`config.mk`:
```
export PLATFORM = sky130hd
export DESIGN_NAME = flash_dev_end_flat
export DESIGN_NICKNAME = d
export VERILOG_FILES = /design/src/flash_cmd_pkg.sv /design/src/flash_cmd_if.sv /design/src/flash_dev_end.sv /design/src/hdr_capture.sv /design/src/flat_wrapper.sv
export SDC_FILE = /design/constraint.sdc
export NUM_CORES = 1
export LEC_CHECK = 0
export ABC_AREA = 0
export BUFFER_PORTS_ARGS = -buffer_cell sky130_fd_sc_hd__buf_2
export CAP_MARGIN = 20
export CORE_MARGIN = 2
export CORE_UTILIZATION = 40
export CTS_CLUSTER_DIAMETER = 50
export CTS_CLUSTER_SIZE = 40
export DETAILED_ROUTE_END_ITERATION = 8
export PLACE_DENSITY = 0.57
export SLEW_MARGIN = 10
export SYNTH_ARGS = -nofsm -noshare
export SYNTH_HDL_FRONTEND = slang
export SYNTH_SLANG_ARGS = --single-unit
```
`constraint.sdc`:
```
create_clock -name core_clk_in -period 10.3 [get_ports core_clk_in]
set_clock_uncertainty 0.2 [all_clocks]
set_input_delay 0 -clock core_clk_in [delete_from_list [all_inputs] [get_ports core_clk_in]]
set_output_delay 0 -clock core_clk_in [all_outputs]
set_load 0.005 [all_outputs]
```
`src/flash_cmd_pkg.sv`:
```
// How it works
// - clearing leaves every bit of flash at one
// - clear with zero count erases whole store
// - whole-store clear ignores block; host sends zero
// - clear erases whole blocks; start index zero
// - host always sends zero option flags
// - single-block clear carries block size as count
// - clear reply opcode is 0x81 to requester
// - status bit zero set means failure
// - reply echoes block and offset fields unchanged
// - reply count is zero, no payload bytes
// - 0x02 programs, 0x03 clears block then programs
// - clear-then-program erases block before writing data
// - plain program needs target bytes already erased
// - program block index lies within 0..159
// - count equals trailing bytes, written from offset
// - program with zero count erases whole store
// - host keeps offset plus count within block
// - host keeps frame within maximum payload size
// - header is opcode, options, block, offset, count
// - multi-byte fields travel most significant first
// - broadcast requests get no reply at all
package flash_cmd_pkg;
  localparam int          HDR_BYTES    = 8;
  localparam int          HDR_W        = 64;
  localparam int          NUM_BLOCKS   = 160;
  localparam int          BLOCK_BYTES  = 512;
  localparam int          ADDR_W       = 17;
  localparam int          MAX_PAYLOAD  = 256;
  // header field positions, first byte on the wire is the top byte
  localparam int          OPC_LSB      = 56;
  localparam int          OPT_LSB      = 48;
  localparam int          BLK_LSB      = 32;
  localparam int          IDX_LSB      = 16;
  localparam int          CNT_LSB      = 0;
  localparam logic [7:0]  OP_CLEAR     = 8'h01;
  localparam logic [7:0]  OP_PROG      = 8'h02;
  localparam logic [7:0]  OP_CLEAR_PROG = 8'h03;
  localparam logic [7:0]  OP_REPLY     = 8'h80;
  localparam logic [7:0]  OPTIONS_NONE = 8'h00;
  localparam logic [7:0]  ERASED_BYTE  = 8'hff;
  localparam logic [7:0]  STAT_OK      = 8'h00;
  localparam logic [7:0]  STAT_FAIL    = 8'h01;
  localparam logic [7:0]  BYTE_ZERO    = 8'h00;
  localparam logic [15:0] FIELD_ZERO   = 16'h0000;
endpackage

```
`src/flash_cmd_if.sv`:
```
`timescale 1ns/1ns
// byte link between requester and flash store, valid/ready on both channels
interface flash_cmd_if;
  logic       req_valid;
  logic [7:0] req_data;
  logic       req_last;
  logic       req_bcast;
  logic       req_ready;
  logic       rsp_valid;
  logic [7:0] rsp_data;
  logic       rsp_last;
  logic       rsp_ready;
  modport dev (
    input  req_valid, req_data, req_last, req_bcast, rsp_ready,
    output req_ready, rsp_valid, rsp_data, rsp_last
  );
  modport host (
    output req_valid, req_data, req_last, req_bcast, rsp_ready,
    input  req_ready, rsp_valid, rsp_data, rsp_last
  );
endinterface

```
`src/flash_dev_end.sv`:
```
// Decided for this implementation: the address-and-strobe port and the placing of the registers.
`timescale 1ns/1ns
module flash_dev_end #(
  parameter int NUM_BLOCKS  = flash_cmd_pkg::NUM_BLOCKS,
  parameter int BLOCK_BYTES = flash_cmd_pkg::BLOCK_BYTES,
  parameter int ADDR_W      = flash_cmd_pkg::ADDR_W
)(
  input  wire logic              core_clk_in,
  input  wire logic              rst_n_in,
  flash_cmd_if.dev               link,
  output logic                   fl_wr_out,
  output logic      [ADDR_W-1:0] fl_addr_out,
  output logic      [7:0]        fl_data_out,
  input  wire logic              fl_ready_in,
  output logic                   busy_out
);
  import flash_cmd_pkg::*;

  typedef enum logic [2:0] {ST_HDR, ST_ERASE, ST_DATA, ST_REPLY, ST_SEND} dev_state_type;

  localparam logic [ADDR_W-1:0] STORE_END = ADDR_W'(NUM_BLOCKS * BLOCK_BYTES);
  localparam logic [ADDR_W-1:0] BLK_SIZE  = ADDR_W'(BLOCK_BYTES);
  localparam logic [16:0]       SPAN_MAX  = 17'(BLOCK_BYTES);

  dev_state_type     state_r;
  logic              req_ready_r;
  logic              bcast_r;
  logic              last_seen_r;
  logic              wr_ok_r;
  logic              fail_r;
  logic              quiet_r;
  logic              fl_wr_r;
  logic              rsp_valid_r;
  logic              rsp_last_r;
  logic              busy_r;
  logic [7:0]        fl_data_r;
  logic [7:0]        rsp_data_r;
  logic [7:0]        stat_r;
  logic [ADDR_W-1:0] fl_addr_r;
  logic [ADDR_W-1:0] er_addr_r;
  logic [ADDR_W-1:0] er_end_r;
  logic [ADDR_W-1:0] wr_addr_r;
  logic [15:0]       left_r;
  logic [2:0]        rsp_idx_r;
  logic [HDR_W-1:0]  hdr;
  logic              hdr_full;
  logic              hdr_slot7;
  logic              hdr_clear;
  logic              take;
  logic              rsp_take;
  logic              fl_free;
  logic              er_issue;
  logic              er_done;
  logic              dt_issue;
  logic [7:0]        h_op;
  logic [15:0]       h_blk;
  logic [15:0]       h_idx;
  logic [15:0]       h_cnt;
  logic              d_erase;
  logic              d_wr;
  logic              d_fail;
  logic              d_quiet;
  logic [ADDR_W-1:0] d_base;
  logic [ADDR_W-1:0] d_er_lo;
  logic [ADDR_W-1:0] d_er_hi;

  // the header fields stay in the capture register until the reply is gone
  hdr_capture #(
    .BYTES         (HDR_BYTES)
  ) u_hdr (
    .core_clk_in   (core_clk_in),
    .rst_n_in      (rst_n_in),
    .clear_in      (hdr_clear),
    .take_in       (take && state_r == ST_HDR),
    .byte_in       (link.req_data),
    .hdr_out       (hdr),
    .full_out      (hdr_full),
    .slot_last_out (hdr_slot7)
  );

  // field split of the captured header
  assign h_op  = hdr[OPC_LSB +: 8];
  assign h_blk = hdr[BLK_LSB +: 16];
  assign h_idx = hdr[IDX_LSB +: 16];
  assign h_cnt = hdr[CNT_LSB +: 16];

  // handshakes and flash port pacing
  assign take     = link.req_valid && req_ready_r;
  assign rsp_take = rsp_valid_r && link.rsp_ready;
  assign fl_free  = !fl_wr_r || fl_ready_in;
  assign er_issue = (state_r == ST_ERASE) && fl_free && (er_addr_r != er_end_r);
  assign er_done  = (state_r == ST_ERASE) && fl_free && (er_addr_r == er_end_r);
  assign dt_issue = (state_r == ST_DATA) && take && wr_ok_r && (left_r != FIELD_ZERO);

  // a frame ending inside the header is dropped without a reply
  assign hdr_clear = ((state_r == ST_HDR) && take && link.req_last && !hdr_slot7) ||
                     ((state_r == ST_REPLY) && !fl_wr_r && quiet_r) ||
                     (rsp_take && rsp_last_r);

  // command decode, evaluated while the full header sits in the capture register
  always_comb
  begin
    d_base  = ADDR_W'(32'(h_blk) * BLOCK_BYTES);
    d_erase = 1'b0;
    d_wr    = 1'b0;
    d_fail  = 1'b0;
    d_quiet = bcast_r;
    d_er_lo = '0;
    d_er_hi = STORE_END;
    case (h_op)
      OP_CLEAR:
      begin
        if (h_cnt == FIELD_ZERO)
          d_erase = 1'b1;
        else if (32'(h_blk) < NUM_BLOCKS)
        begin
          d_erase = 1'b1;
          d_er_lo = d_base;
          d_er_hi = d_base + BLK_SIZE;
        end
        else
          d_fail = 1'b1;
      end
      OP_PROG, OP_CLEAR_PROG:
      begin
        if (h_cnt == FIELD_ZERO)
          d_erase = 1'b1;
        else if ((32'(h_blk) < NUM_BLOCKS) && (17'(h_idx) + 17'(h_cnt) <= SPAN_MAX))
        begin
          d_wr = 1'b1;
          if (h_op == OP_CLEAR_PROG)
          begin
            d_erase = 1'b1;
            d_er_lo = d_base;
            d_er_hi = d_base + BLK_SIZE;
          end
        end
        else
          d_fail = 1'b1;
      end
      default:
        d_quiet = 1'b1; // other opcodes are not served here, so no reply either
    endcase
  end

  // main sequence: header, optional erase sweep, data, reply
  always_ff @(posedge core_clk_in or negedge rst_n_in)
  begin
    if (!rst_n_in)
      state_r <= ST_HDR;
    else
    begin
      case (state_r)
        ST_HDR:
          if (hdr_full)
            state_r <= d_erase ? ST_ERASE : (last_seen_r ? ST_REPLY : ST_DATA);
        ST_ERASE:
          if (er_done)
            state_r <= last_seen_r ? ST_REPLY : ST_DATA;
        ST_DATA:
          if (take && link.req_last)
            state_r <= ST_REPLY;
        ST_REPLY:
          if (!fl_wr_r)
            state_r <= quiet_r ? ST_HDR : ST_SEND;
        ST_SEND:
          if (rsp_take && rsp_last_r)
            state_r <= ST_HDR;
        default:
          state_r <= ST_HDR;
      endcase
    end
  end

  // request ready; data bytes are only taken while the flash port is free
  always_ff @(posedge core_clk_in or negedge rst_n_in)
  begin
    if (!rst_n_in)
      req_ready_r <= 1'b0;
    else
    begin
      case (state_r)
        ST_HDR:
          if (hdr_full)
            req_ready_r <= !d_erase && !last_seen_r;
          else if (take)
            req_ready_r <= !hdr_slot7 || link.req_last; // hold off while decoding
          else
            req_ready_r <= 1'b1;
        ST_ERASE:
          req_ready_r <= er_done && !last_seen_r;
        ST_DATA:
          if (take)
            req_ready_r <= !link.req_last && !dt_issue;
          else if (fl_wr_r)
            req_ready_r <= fl_ready_in;
          else
            req_ready_r <= 1'b1;
        ST_REPLY:
          req_ready_r <= !fl_wr_r && quiet_r;
        ST_SEND:
          req_ready_r <= rsp_take && rsp_last_r;
        default:
          req_ready_r <= 1'b0;
      endcase
    end
  end

  // frame flags: broadcast is taken from the header bytes, last marks frame end
  always_ff @(posedge core_clk_in or negedge rst_n_in)
  begin
    if (!rst_n_in)
    begin
      bcast_r     <= 1'b0;
      last_seen_r <= 1'b0;
    end
    else
    begin
      if ((state_r == ST_HDR) && take)
        bcast_r <= link.req_bcast;
      if (hdr_clear)
        last_seen_r <= 1'b0;
      else if (take && link.req_last)
        last_seen_r <= 1'b1;
    end
  end

  // command registers loaded from the decode, then walked by erase and data
  always_ff @(posedge core_clk_in or negedge rst_n_in)
  begin
    if (!rst_n_in)
    begin
      wr_ok_r   <= 1'b0;
      fail_r    <= 1'b0;
      quiet_r   <= 1'b0;
      er_addr_r <= '0;
      er_end_r  <= '0;
      wr_addr_r <= '0;
      left_r    <= FIELD_ZERO;
    end
    else if ((state_r == ST_HDR) && hdr_full)
    begin
      wr_ok_r   <= d_wr;
      fail_r    <= d_fail;
      quiet_r   <= d_quiet;
      er_addr_r <= d_er_lo;
      er_end_r  <= d_er_hi;
      wr_addr_r <= d_base + ADDR_W'(h_idx);
      left_r    <= h_cnt;
    end
    else
    begin
      if (er_issue)
        er_addr_r <= er_addr_r + ADDR_W'(1);
      if (dt_issue)
      begin
        wr_addr_r <= wr_addr_r + ADDR_W'(1);
        left_r    <= left_r - 16'h0001;
      end
      // more data than the count announced: the surplus is dropped and flagged
      if ((state_r == ST_DATA) && take && wr_ok_r && (left_r == FIELD_ZERO))
        fail_r <= 1'b1;
    end
  end

  // flash write port, one byte per accepted strobe; erase writes the all-ones byte
  always_ff @(posedge core_clk_in or negedge rst_n_in)
  begin
    if (!rst_n_in)
    begin
      fl_wr_r   <= 1'b0;
      fl_addr_r <= '0;
      fl_data_r <= BYTE_ZERO;
    end
    else if (er_issue)
    begin
      fl_wr_r   <= 1'b1;
      fl_addr_r <= er_addr_r;
      fl_data_r <= ERASED_BYTE;
    end
    else if (dt_issue)
    begin
      fl_wr_r   <= 1'b1;
      fl_addr_r <= wr_addr_r;
      fl_data_r <= link.req_data;
    end
    else if (fl_free)
      fl_wr_r <= 1'b0;
  end

  // reply bytes; a short data stream also counts as failure
  function automatic logic [7:0] reply_byte(input logic [2:0] i);
    case (i)
      3'd0:    reply_byte = h_op | OP_REPLY;
      3'd1:    reply_byte = stat_r;
      3'd2:    reply_byte = h_blk[15:8];
      3'd3:    reply_byte = h_blk[7:0];
      3'd4:    reply_byte = h_idx[15:8];
      3'd5:    reply_byte = h_idx[7:0];
      default: reply_byte = BYTE_ZERO;
    endcase
  endfunction

  always_ff @(posedge core_clk_in or negedge rst_n_in)
  begin
    if (!rst_n_in)
    begin
      stat_r      <= STAT_OK;
      rsp_valid_r <= 1'b0;
      rsp_data_r  <= BYTE_ZERO;
      rsp_last_r  <= 1'b0;
      rsp_idx_r   <= 3'd0;
    end
    else if ((state_r == ST_REPLY) && !fl_wr_r && !quiet_r)
    begin
      stat_r      <= (fail_r || (wr_ok_r && left_r != FIELD_ZERO)) ? STAT_FAIL : STAT_OK;
      rsp_valid_r <= 1'b1;
      rsp_data_r  <= reply_byte(3'd0);
      rsp_last_r  <= 1'b0;
      rsp_idx_r   <= 3'd0;
    end
    else if (rsp_take)
    begin
      rsp_valid_r <= !rsp_last_r;
      rsp_idx_r   <= rsp_idx_r + 3'd1;
      rsp_data_r  <= reply_byte(rsp_idx_r + 3'd1);
      rsp_last_r  <= (rsp_idx_r == 3'd6);
    end
  end

  // busy lags the header by one cycle, harmless since the link is then stalled
  always_ff @(posedge core_clk_in or negedge rst_n_in)
  begin
    if (!rst_n_in)
      busy_r <= 1'b0;
    else
      busy_r <= (state_r != ST_HDR) || hdr_full;
  end

  assign link.req_ready = req_ready_r;
  assign link.rsp_valid = rsp_valid_r;
  assign link.rsp_data  = rsp_data_r;
  assign link.rsp_last  = rsp_last_r;
  assign fl_wr_out      = fl_wr_r;
  assign fl_addr_out    = fl_addr_r;
  assign fl_data_out    = fl_data_r;
  assign busy_out       = busy_r;
endmodule

```
`src/hdr_capture.sv`:
```
`timescale 1ns/1ns
module hdr_capture #(
  parameter int BYTES = 8
)(
  input  wire logic               core_clk_in,
  input  wire logic               rst_n_in,
  input  wire logic               clear_in,
  input  wire logic               take_in,
  input  wire logic [7:0]         byte_in,
  output logic      [BYTES*8-1:0] hdr_out,
  output logic                    full_out,
  output logic                    slot_last_out
);
  localparam int CW = $clog2(BYTES + 1);

  logic [CW-1:0] cnt_r;

  // shifting in from the bottom puts the first byte on top
  always_ff @(posedge core_clk_in or negedge rst_n_in)
  begin
    if (!rst_n_in)
    begin
      cnt_r   <= '0;
      hdr_out <= '0;
    end
    else if (clear_in)
      cnt_r <= '0; // clear wins, a byte in this cycle starts nothing
    else if (take_in && !full_out)
    begin
      hdr_out <= {hdr_out[BYTES*8-9:0], byte_in};
      cnt_r   <= cnt_r + CW'(1);
    end
  end

  assign full_out      = (cnt_r == CW'(BYTES));
  assign slot_last_out = (cnt_r == CW'(BYTES - 1));
endmodule

```
`src/flat_wrapper.sv`:
```
// flat-port wrapper written by rule: the top's interface ports become plain ports
module flash_dev_end_flat import flash_cmd_pkg::*;
#(
  parameter int NUM_BLOCKS  = flash_cmd_pkg::NUM_BLOCKS,
  parameter int BLOCK_BYTES = flash_cmd_pkg::BLOCK_BYTES,
  parameter int ADDR_W      = flash_cmd_pkg::ADDR_W
)
  (core_clk_in, rst_n_in, fl_wr_out, fl_addr_out, fl_data_out, fl_ready_in, busy_out, link_req_valid, link_req_data, link_req_last, link_req_bcast, link_rsp_ready, link_req_ready, link_rsp_valid, link_rsp_data, link_rsp_last);
  flash_cmd_if link_i ();
  input  wire logic core_clk_in;
  input  wire logic rst_n_in;
  output logic fl_wr_out;
  output logic      [ADDR_W-1:0] fl_addr_out;
  output logic      [7:0] fl_data_out;
  input  wire logic fl_ready_in;
  output logic busy_out;
  input wire logic [$bits(link_i.req_valid)-1:0] link_req_valid;
  input wire logic [$bits(link_i.req_data)-1:0] link_req_data;
  input wire logic [$bits(link_i.req_last)-1:0] link_req_last;
  input wire logic [$bits(link_i.req_bcast)-1:0] link_req_bcast;
  input wire logic [$bits(link_i.rsp_ready)-1:0] link_rsp_ready;
  output wire logic [$bits(link_i.req_ready)-1:0] link_req_ready;
  output wire logic [$bits(link_i.rsp_valid)-1:0] link_rsp_valid;
  output wire logic [$bits(link_i.rsp_data)-1:0] link_rsp_data;
  output wire logic [$bits(link_i.rsp_last)-1:0] link_rsp_last;
  assign link_i.req_valid = link_req_valid;
  assign link_i.req_data = link_req_data;
  assign link_i.req_last = link_req_last;
  assign link_i.req_bcast = link_req_bcast;
  assign link_i.rsp_ready = link_rsp_ready;
  assign link_req_ready = link_i.req_ready;
  assign link_rsp_valid = link_i.rsp_valid;
  assign link_rsp_data = link_i.rsp_data;
  assign link_rsp_last = link_i.rsp_last;
  flash_dev_end #(.NUM_BLOCKS(NUM_BLOCKS), .BLOCK_BYTES(BLOCK_BYTES), .ADDR_W(ADDR_W)) u_core (.core_clk_in(core_clk_in), .rst_n_in(rst_n_in), .link(link_i), .fl_wr_out(fl_wr_out), .fl_addr_out(fl_addr_out), .fl_data_out(fl_data_out), .fl_ready_in(fl_ready_in), .busy_out(busy_out));
endmodule
```
Yosys cells after proc, flatten, opt, wreduce, memory -nomap -nowiden
Cells that the tools add are included.
{"block": "totals", "inputBits": 15, "output_inout_bits": 38, "regBits": 192}
{"block": "classes", "n_reduce_logical": 58, "muxes": 70, "bitwise": 1, "magnitude_cmp": 2, "add_sub_neg": 8, "n_eq_ne": 22}
{"cell": "17-bit two-way mux", "n": 16}
{"cell": "17-bit case mux with 2 select lines", "n": 2}
{"cell": "8-bit case mux with 6 select lines", "n": 1}
{"cell": "17-bit by 1-bit adder with 17-bit output (second input constant)", "n": 2}
{"cell": "16-bit zero test", "n": 2}
{"cell": "16-bit two-way mux", "n": 2}
{"cell": "8-bit two-way mux", "n": 4}
{"cell": "1-bit two-way mux", "n": 30}
{"cell": "3-bit two-way mux", "n": 9}
{"cell": "1-bit logical AND", "n": 25}
{"cell": "16-bit by 16-bit adder with 17-bit output", "n": 1}
{"cell": "17-bit by 10-bit adder with 17-bit output (second input constant)", "n": 1}
{"cell": "17-bit by 16-bit adder with 17-bit output", "n": 1}
{"cell": "17-bit equality test", "n": 1}
{"cell": "17-bit by 10-bit <= comparator with 1-bit output (second input constant)", "n": 1}
{"cell": "17-bit inequality test", "n": 1}
{"cell": "8-bit by 2-bit equality test with 1-bit output (second input constant)", "n": 2}
{"cell": "16-bit by 8-bit < comparator with 1-bit output (second input constant)", "n": 1}
{"cell": "16-bit nonzero test", "n": 1}
{"cell": "16-bit by 1-bit subtractor with 16-bit output (second input constant)", "n": 1}
{"cell": "3-bit case mux with 5 select lines", "n": 1}
{"cell": "2-bit nonzero test", "n": 7}
{"cell": "3-bit by 2-bit equality test with 1-bit output (second input constant)", "n": 4}
{"cell": "3-bit equality test (second input constant)", "n": 4}
{"cell": "20 further kinds", "n": 41}

Longest topological paths before layout
Gate-level depths: netlist (run 1).
{"block": "logic_depth", "ltp_word": 10, "depth_mapped": 12}

By module
Synthesis (run 1) repeated with hierarchy kept, for this count alone.
{"block": "unflattened", "cells_unflattened": 977, "area_unflattened_um2": 9884.5}
{"mod": "flash_dev_end", "instances": 1, "seq_area_each_um2": 2702.6, "cells_each": 816, "area_per_inst_um2": 6935.4}
{"mod": "hdr_capture", "instances": 1, "seq_area_each_um2": 1701.6, "cells_each": 161, "area_per_inst_um2": 2949.1}

Worst setup path after synthesis (run 1)
No wires, ideal clock.
{"block": "synth_timing", "path_kind": "reg2reg", "start": "register u_core.u_hdr.hdr_out[0]", "end": "register u_core.er_addr_r[14]", "path_stages_with_launch": 12, "arrival_ps": 3017, "setup_slack_ps": 6979, "synth_period_minus_slack_ps": 3321, "path_cell_list": "dfrtp_1 ha_1 fa_1 a21o_1 a221oi_4 a311oi_1 or3_1 a221oi_2 nand4_2 nor2_4 o211ai_1 a221oi_1"}
{"block": "synth_between", "elab_chain_len": 7, "elab_cells_between_ends": 9, "cone_classes": "1 x add/sub; 1 x order compare; 5 x mux; 2 x reduce/logical"}
{"item": "from (decl)", "line": "hdr_capture.sv:10", "rtl": "output logic [BYTES*8-1:0] hdr_out,"}
{"item": "from (signal assigned)", "line": "hdr_capture.sv:30", "rtl": "hdr_out <= {hdr_out[BYTES*8-9:0], byte_in};"}
{"item": "16-bit by 16-bit adder with 17-bit output", "line": "flash_dev_end.sv:128", "rtl": "else if ((32'(h_blk) < NUM_BLOCKS) && (17'(h_idx) + 17'(h_cnt) <= SPAN_MAX))"}
{"item": "17-bit by 10-bit <= comparator with 1-bit output", "line": "flash_dev_end.sv:128"}
{"item": "1-bit logical AND", "line": "flash_dev_end.sv:128"}
{"item": "17-bit two-way mux", "line": "flash_dev_end.sv:128"}
{"item": "17-bit two-way mux", "line": "flash_dev_end.sv:126", "rtl": "if (h_cnt == FIELD_ZERO)"}
{"item": "17-bit case mux with 2 select lines (*)", "line": "flash_dev_end.sv:110", "rtl": "case (h_op)"}
{"item": "17-bit two-way mux (*)", "line": "flash_dev_end.sv:241", "rtl": "else if ((state_r == ST_HDR) && hdr_full)"}
{"item": "to (signal assigned)", "line": "flash_dev_end.sv:246", "rtl": "er_addr_r <= d_er_lo;"}
{"item": "to (signal assigned)", "line": "flash_dev_end.sv:254", "rtl": "er_addr_r <= er_addr_r + ADDR_W'(1);"}
{"item": "to (decl)", "line": "flash_dev_end.sv:40", "rtl": "logic [ADDR_W-1:0] er_addr_r;"}
Mark *: on every way between the ends. The rest lies on a longest branch, timed or not.
A chain may end at the register's enable or synchronous reset.

Worst setup path in the final report (run 1)
{"block": "layout_timing", "start": "register u_core.u_hdr.hdr_out[0]", "end": "register u_core.er_addr_r[11]"}
The elaborated chain is that of the path after synthesis.

==> results of run 1 <==
## final cells by class
| class | instances | area share |
|---|---|---|
| multi-input cells | 764 | 0.4565 |
| flip-flops and latches | 176 | 0.3962 |
| repair buffers | 78 | 0.04716 |
| clock buffers | 19 | 0.03985 |
| well taps | 324 | 0.03647 |
| clock inverters | 13 | 0.01565 |
| inverters | 24 | 0.008104 |
## layer usage
layer | vias up | wire length, um | global-route usage
met4 | 0 | 318 | 0.04996
li1 | 3773 | - | -
met1 | 3875 | 12460 | 0.2963
met3 | 22 | 788 | 0.02944
met2 | 159 | 11830 | 0.3182
met5 | - | 0 | 0
## critical path, cell delays in order, from the launching register on
cell and delay (ns):
dfrtp_1 0.43, ha_1 0.27, fa_1 0.43, a21o_1 0.24, a221oi_4 0.34, a311oi_1 0.18
or3_1 0.35, a221oi_2 0.26, nand4_2 0.29, nor2_4 0.25, nor2_1 0.14, a221oi_1 0.28
## cells in the final DEF, fill, tap and decap left out, types with 24 or more instances in the layout
cell and instances:
mux2_2 66, dfrtp_1 176, xor2_1 27, inv_1 24, nand3_1 39, a31oi_1 28
buf_2 51, nor3_1 25, a21oi_1 41, xnor2_1 31, o21ai_0 53, ha_1 36
nor2_1 74, nand2_1 149
## registers in the layout, indices dropped and copies added (netlist names), 3 cells and up
register,count
u_core.er_addr_r,17
u_core.er_end_r,8
u_core.wr_addr_r,17
u_core.fl_data_out,8
u_core.fl_addr_out,17
u_core.state_r,3
u_core.rsp_idx_r,3
u_core.u_hdr.cnt_r,4
u_core.u_hdr.hdr_out,64
u_core.left_r,16
u_core.link.rsp_data,8
## where the power goes
group | internal, uW | leakage (uW) | switching (uW) | total (uW)
logic | 665 | 0.00245 | 781 | 1450
registers | 946 | 0.00214 | 350 | 1300
clock network | 394 | 0.000297 | 293 | 688
## cells by family after synthesis
logic type                 count (synthesis)
and+or+nand+nor                          372
adders and majority gates                 38
AOI/OAI and AO/OA                        227
muxes                                     69
xor gates and xnor gates                  58
DFF                                      176
buffers and inverters                     79
## final timing paths
kind	slack (ns)	cells past startpoint	to	startpoint
hold reg to reg	0.29	2	u_core.fl_data_out[6]$_DFFE_PN0P_	u_core.fl_data_out[6]$_DFFE_PN0P_
setup reg to reg	6.51	11	u_core.er_addr_r[11]$_DFFE_PN0P_	u_core.u_hdr.hdr_out[0]$_DFFE_PN0P_
setup / recovery	6.51	11	u_core.er_addr_r[11]$_DFFE_PN0P_	u_core.u_hdr.hdr_out[0]$_DFFE_PN0P_
max in group asynchronous	7.89	5	u_core.u_hdr.cnt_r[3]$_DFFE_PN0P_	rst_n_in
min in group asynchronous	0.43	3	u_core.er_addr_r[5]$_DFFE_PN0P_	rst_n_in
hold / removal	0.13	4	u_core.fl_data_out[2]$_DFFE_PN0P_	link_req_data[2]
## per-stage QoR
step	utilization	area, sq um	power (uW)	hold slack [ns]
detailed placement	0.4261	10300	2730	0.02851
global placement	0.4261	10300	2708	0.02667
floorplan	-	9779	2274	-0.4956
finish	0.4598	11120	3430	0.1290
global route	0.4598	11120	3679	0.1281
CTS	0.4582	11080	3434	0.1185
==> impl_metrics.env, run 1 <==
export IMPL_synth_enable_flop_cells=0
export IMPL_synthXorXnorAreaFrac=0.05194
export IMPL_fmax_mhz=264.0
export IMPL_critPathMaxFanout=6
export IMPL_htree_levels=4
export IMPL_synth_simple_area_share=0.1776
export IMPL_cts_tree="built"
export IMPL_grt_pass1_wl_um=41640
export IMPL_place_inst=1348
export IMPL_outcome="complete, no violations"
export IMPL_synth_ff_type="dfrtp_1"
export IMPL_synth_seq_cells=176
export IMPL_drcViolationCount=0
export IMPL_grt_max_degree=109
export IMPL_wl_per_cell_um=18.17
export IMPL_first_iter_violations=604
export IMPL_tns_ns=0
export IMPL_muxShareOfSynthArea=0.07907
export IMPL_slew_headroom=0.3844
export IMPL_peakVddDrop_mv=0.1212
export IMPL_clockBufferDepth=2
export IMPL_power_density_mw_per_mm2=308.5
export IMPL_syn_num_nets=1072
export IMPL_vias=7829
export IMPL_die_height_um=160.4
export IMPL_critical_path_class="reg -> reg"
export IMPL_grt_pass1_vias=7534
export IMPL_finalHoldViolations=0
export IMPL_seq_area_frac_synth=0.4504
export IMPL_synth_cell_area_sq_mm=0.009779
export IMPL_synth_top_family_by_area="simple AND/OR/NAND/NOR gates"
export IMPL_hold_path_class="in -> reg"
export IMPL_worst_slew_pin_slew_ns=0.9150
export IMPL_gp_congestion=0.8595
export IMPL_ant_nets=0
export IMPL_yosysMostFrequentCell="dfrtp_1"
export IMPL_dp_hpwl_um=17690
export IMPL_io_buffers=52
export IMPL_final_cells=1398
export IMPL_cp_data_arrival_time_ns=3.92
export IMPL_num_fill_cells=2275
export IMPL_num_nets_final=1114
export IMPL_diodes=0
export IMPL_cts_root_buffer="clkbuf_16"
export IMPL_synthAdderAreaFrac=0.05015
export IMPL_synthTopCellsByCount="dfrtp_1, nand2_1, nor2_1"
export IMPL_io_pins=53
export IMPL_wirelength_um=25400
export IMPL_synth_compound_area_frac=0.1594
export IMPL_syn_area_per_cell_sq_um=9.597
export IMPL_grt_setup_unrepaired="no"
export IMPL_synthArstFlopShare=1.000
export IMPL_die_x_um=160.4
export IMPL_firstDrtPassIters=5
export IMPL_antenna_found_initial=0
export IMPL_end_kind="flip-flop"
export IMPL_core_area_sq_mm=0.02418
export IMPL_final_max_slew_viol_count=0
export IMPL_fp_row_count=57
export IMPL_numClockSinks=176
export IMPL_drive_gt1_frac=0.1574
export IMPL_worst_setup_path_start_kind="flip-flop"
export IMPL_crit_required_ns=10.43
export IMPL_multi_input_area_sq_mm=0.005075
export IMPL_grt_usage=0.2026
export IMPL_place_ws_ns=6.546
export IMPL_seqCellArea_sq_mm=0.004404
export IMPL_timing_final_crit_share=0.3678
export IMPL_die_area_sq_mm=0.02572
export IMPL_ys_types=68
export IMPL_postCtsSetupRepairBufs=0
export IMPL_cts_hold_buf=16
export IMPL_clkLatencyLatePin_ns=0.43
export IMPL_clk_pin_slew_ns=0.08
export IMPL_synth_area_leader_cell="dfrtp_1"
export IMPL_cts_resized=0
export IMPL_yosys_warnings=0
export IMPL_maxCapViolCount=0
export IMPL_netlist_instances=1019
export IMPL_overflow=0
export IMPL_setup_viol=0
export IMPL_period_needed_ns=3.788
export IMPL_synthTopCellsByArea="dfrtp_1, mux2_2, nand2_1"
export IMPL_synthToLayoutAreaGrowth_pct=13.66
export IMPL_worst_slack_ns=6.512
export IMPL_power_leakage_uw=0.004888
export IMPL_initial_core_util=0.4045
export IMPL_viasPerCell=5.600
export IMPL_cts_buffers=17
export IMPL_synth_top_area_share=0.4504
No activity file was read; power rests on OpenSTA's default activity.
==> run 2, diff against run 1 <==
Settings changed: ABC_AREA 0 to 1.
Clock period 10.3 ns to 3.85 ns, I/O delays scaled along.
==> run 2 against run 1 <==
Against the previous run: via count up 15%; the run now ends with negative hold slack left; synthesized area increased by 5.2%; die area is 5.0% higher; maximum frequency rose by 24%; critical path type unchanged; non-clock buffer count is 4 higher.
==> impl_metrics.env, run 2 <==
export IMPL_outcome="finished with violations"
export IMPL_failed_checks="negative hold slack"
export IMPL_slowest_delay_ns=0.44
export IMPL_synthArstFlopShare=1.000
export IMPL_fmax_mhz=326.5
export IMPL_grt_usage=0.2192
export IMPL_critical_path_class="reg -> reg"
export IMPL_ant_nets=0
export IMPL_period_needed_ns=3.063
export IMPL_io_buffers=52
export IMPL_crit_buf_inv=0
export IMPL_swShare=0.4683
export IMPL_setup_viol=0
export IMPL_cp_data_arrival_time_ns=3.22
export IMPL_die_height_um=164.3
export IMPL_htree_levels=4
export IMPL_die_area_sq_mm=0.02701
export IMPL_netlist_instances=1350
export IMPL_slew_headroom=0.4324
export IMPL_numClockSinks=176
export IMPL_rr_worst_depth=14
export IMPL_switching_power_uw=4478
export IMPL_grt_setup_unrepaired="no"
export IMPL_hold_path_class="in -> async"
export IMPL_finalPower_uw=9563
export IMPL_cts_buffers=17
export IMPL_initial_core_util=0.4084
export IMPL_grt_pass1_wl_um=46260
export IMPL_endpoint="u_core.er_addr_r[10]$_DFFE_PN0P_"
export IMPL_cts_resized=0
export IMPL_clockBufferDepth=2
export IMPL_io_pins=53
export IMPL_tns_ns=0
export IMPL_largest_reg_flops=64
export IMPL_crit_top_cell="nand2_1"
export IMPL_synth_enable_flop_cells=0
export IMPL_pwr_share_comb=0.462
export IMPL_syn_area_per_cell_sq_um=7.617
export IMPL_synth_area_leader_cell="dfrtp_1"
export IMPL_crit_chain="ha_1 -> fa_1 -> or2_2 -> a21oi_1 -> nand2_1 -> nor2_1 -> nand2_1 -> nor2_1 -> nand2_1 -> nand2_1 -> nand4_2 -> o21ai_4 -> nand3_1 -> a21oi_1"
export IMPL_die_x_um=164.3
export IMPL_grt_pass1_vias=8639
export IMPL_worst_slew_pin_slew_ns=0.8514
export IMPL_antenna_found_initial=0
export IMPL_crit_required_ns=4.01
export IMPL_diodes=0
export IMPL_yosys_warnings=0
export IMPL_first_iter_violations=503
export IMPL_synth_ff_type="dfrtp_1"
export IMPL_r2r_end="u_core.er_addr_r[10]$_DFFE_PN0P_"
export IMPL_power_leakage_uw=0.005723
export IMPL_final_max_slew_viol_count=0
export IMPL_maxCapViolCount=0
export IMPL_synthTopCellsByCount="nand2_1, inv_1, dfrtp_1"
export IMPL_ys_types=53
export IMPL_peakVddDrop_mv=0.3540
export IMPL_slowest_stage="fa_1"
export IMPL_vias=9018
export IMPL_r2r_setup_slack_ns=0.79
export IMPL_synthTopCellsByArea="dfrtp_1, nand2_1, inv_1"
export IMPL_final_cell_mix="nand2_1, inv_1, dfrtp_1"
export IMPL_clk_pin_slew_ns=0.08
export IMPL_syn_num_nets=1403
export IMPL_timing_final_crit_share=0.7956
export IMPL_synth_top_area_share=0.4283
export IMPL_seq_area_frac_synth=0.4283
export IMPL_yosysMostFrequentCell="nand2_1"
export IMPL_drive_gt1_frac=0.09698
export IMPL_r2r_start="u_core.u_hdr.hdr_out[16]$_DFFE_PN0P_"
export IMPL_core_area_sq_mm=0.02518
export IMPL_clkLatencyLatePin_ns=0.44
export IMPL_synth_seq_cells=176
export IMPL_largest_register="u_core.u_hdr.hdr_out"
export IMPL_drcViolationCount=0
export IMPL_critPathMaxFanout=7
export IMPL_finalHoldViolations=11
export IMPL_layout_commonest_cell="nand2_1"
export IMPL_gp_congestion=0.8726
export IMPL_synthToLayoutAreaGrowth_pct=13.31
export IMPL_synth_cell_area_sq_mm=0.01028
export IMPL_power_density_mw_per_mm2=820.7
export IMPL_end_kind="flip-flop"
export IMPL_num_nets_final=1463
export IMPL_fp_row_count=58
export IMPL_worstSetupStartpoint="u_core.u_hdr.hdr_out[16]$_DFFE_PN0P_"
export IMPL_overflow=0
export IMPL_wirelength_um=28340
export IMPL_worst_setup_path_start_kind="flip-flop"
export IMPL_dp_hpwl_um=21200
export IMPL_firstDrtPassIters=5
export IMPL_internal_power_uw=5085
export IMPL_cts_tree="built"
export IMPL_wl_per_cell_um=16.17
export IMPL_path_delay_family="simple AND/OR/NAND/NOR gates"
export IMPL_holdWs_ns=-0.01845
export IMPL_pwr_share_seq=0.360
export IMPL_critical_path_depth=14
export IMPL_p_clk_frac=0.178
export IMPL_grt_max_degree=99
export IMPL_cts_root_buffer="clkbuf_16"
export IMPL_postCtsSetupRepairBufs=0
export IMPL_viasPerCell=5.144
==> run 2: what timing repair did <==
action,in CTS,in global routing
hold buffers,17,0
endpoints found under the hold margin,127,0
endpoints found under the setup margin,0,0
==> run 2: kinds of logic (layout without fill, tap and decap cells) <==
| family | count (synthesis) | in the layout | share of synthesized area |
|---|---|---|---|
| and+or+nand+nor | 612 | 612 | 0.2558 |
| AOI/OAI and AO/OA | 250 | 250 | 0.1416 |
| buffers and inverters | 229 | 302 | 0.08736 |
| DFF | 176 | 176 | 0.4283 |
| xor gates and xnor gates | 41 | 41 | 0.03492 |
| adders and majority gates | 38 | 38 | 0.04769 |
| muxes | 4 | 4 | 0.004380 |
==> run 2: power groups by stage <==
stage	clock [uW]	sequential, uW	combinational [uW]
after floorplan	0	3180	3210
after global placement	0	3440	4340
after detailed placement	0	3460	4380
after CTS	1730	3430	4440
after global routing	1810	3540	5090
final	1700	3440	4420
==> run 2: worst min path at each step <==
stage / startpoint / endpoint
after floorplan: rst_n_in / u_core.bcast_r$_DFFE_PN0P_
after global routing: rst_n_in / u_core.u_hdr.hdr_out[7]$_DFFE_PN0P_
after global placement: rst_n_in / u_core.u_hdr.hdr_out[7]$_DFFE_PN0P_
after detailed placement: rst_n_in / u_core.u_hdr.hdr_out[7]$_DFFE_PN0P_
after CTS: link_req_valid / u_core.u_hdr.cnt_r[2]$_DFFE_PN0P_
final: rst_n_in / u_core.u_hdr.hdr_out[7]$_DFFE_PN0P_
==> run 2: layer usage <==
| layer | GRT usage | part of all wire |
|---|---|---|
| met1 | 0.3215 | 0.50 |
| met2 | 0.3427 | 0.45 |
| met3 | 0.03409 | 0.042 |
| met4 | 0.04466 | 0.0093 |
| met5 | 0 | 0 |
==> run 2: final cells by class <==
cell class / instances / area, sq um
Clock buffer: 17 / 425.4
Clock inverter: 15 / 143.9
Fill cell: 2510 / 13530
Inverter: 188 / 705.7
Multi-Input combinational cell: 945 / 4986
Sequential cell: 176 / 4404
Tap cell: 330 / 412.9
Timing Repair Buffer: 82 / 574.3
==> run 2: through the flow <==
stage	cell area [sq um]	setup slack, ns	std cells	hold WS, ns	util
2_1_floorplan	10280	1.238	1350	-0.4956	-
3_3_place_gp	10910	0.9056	1704	-0.05320	0.4334
3_5_place_dp	10910	0.8356	1704	-0.05506	0.4334
4_1_cts	11650	0.8087	1753	0.009531	0.4627
5_1_grt	11650	0.5817	1753	0.05897	0.4627
6_report	11650	0.7869	1753	-0.01845	0.4627
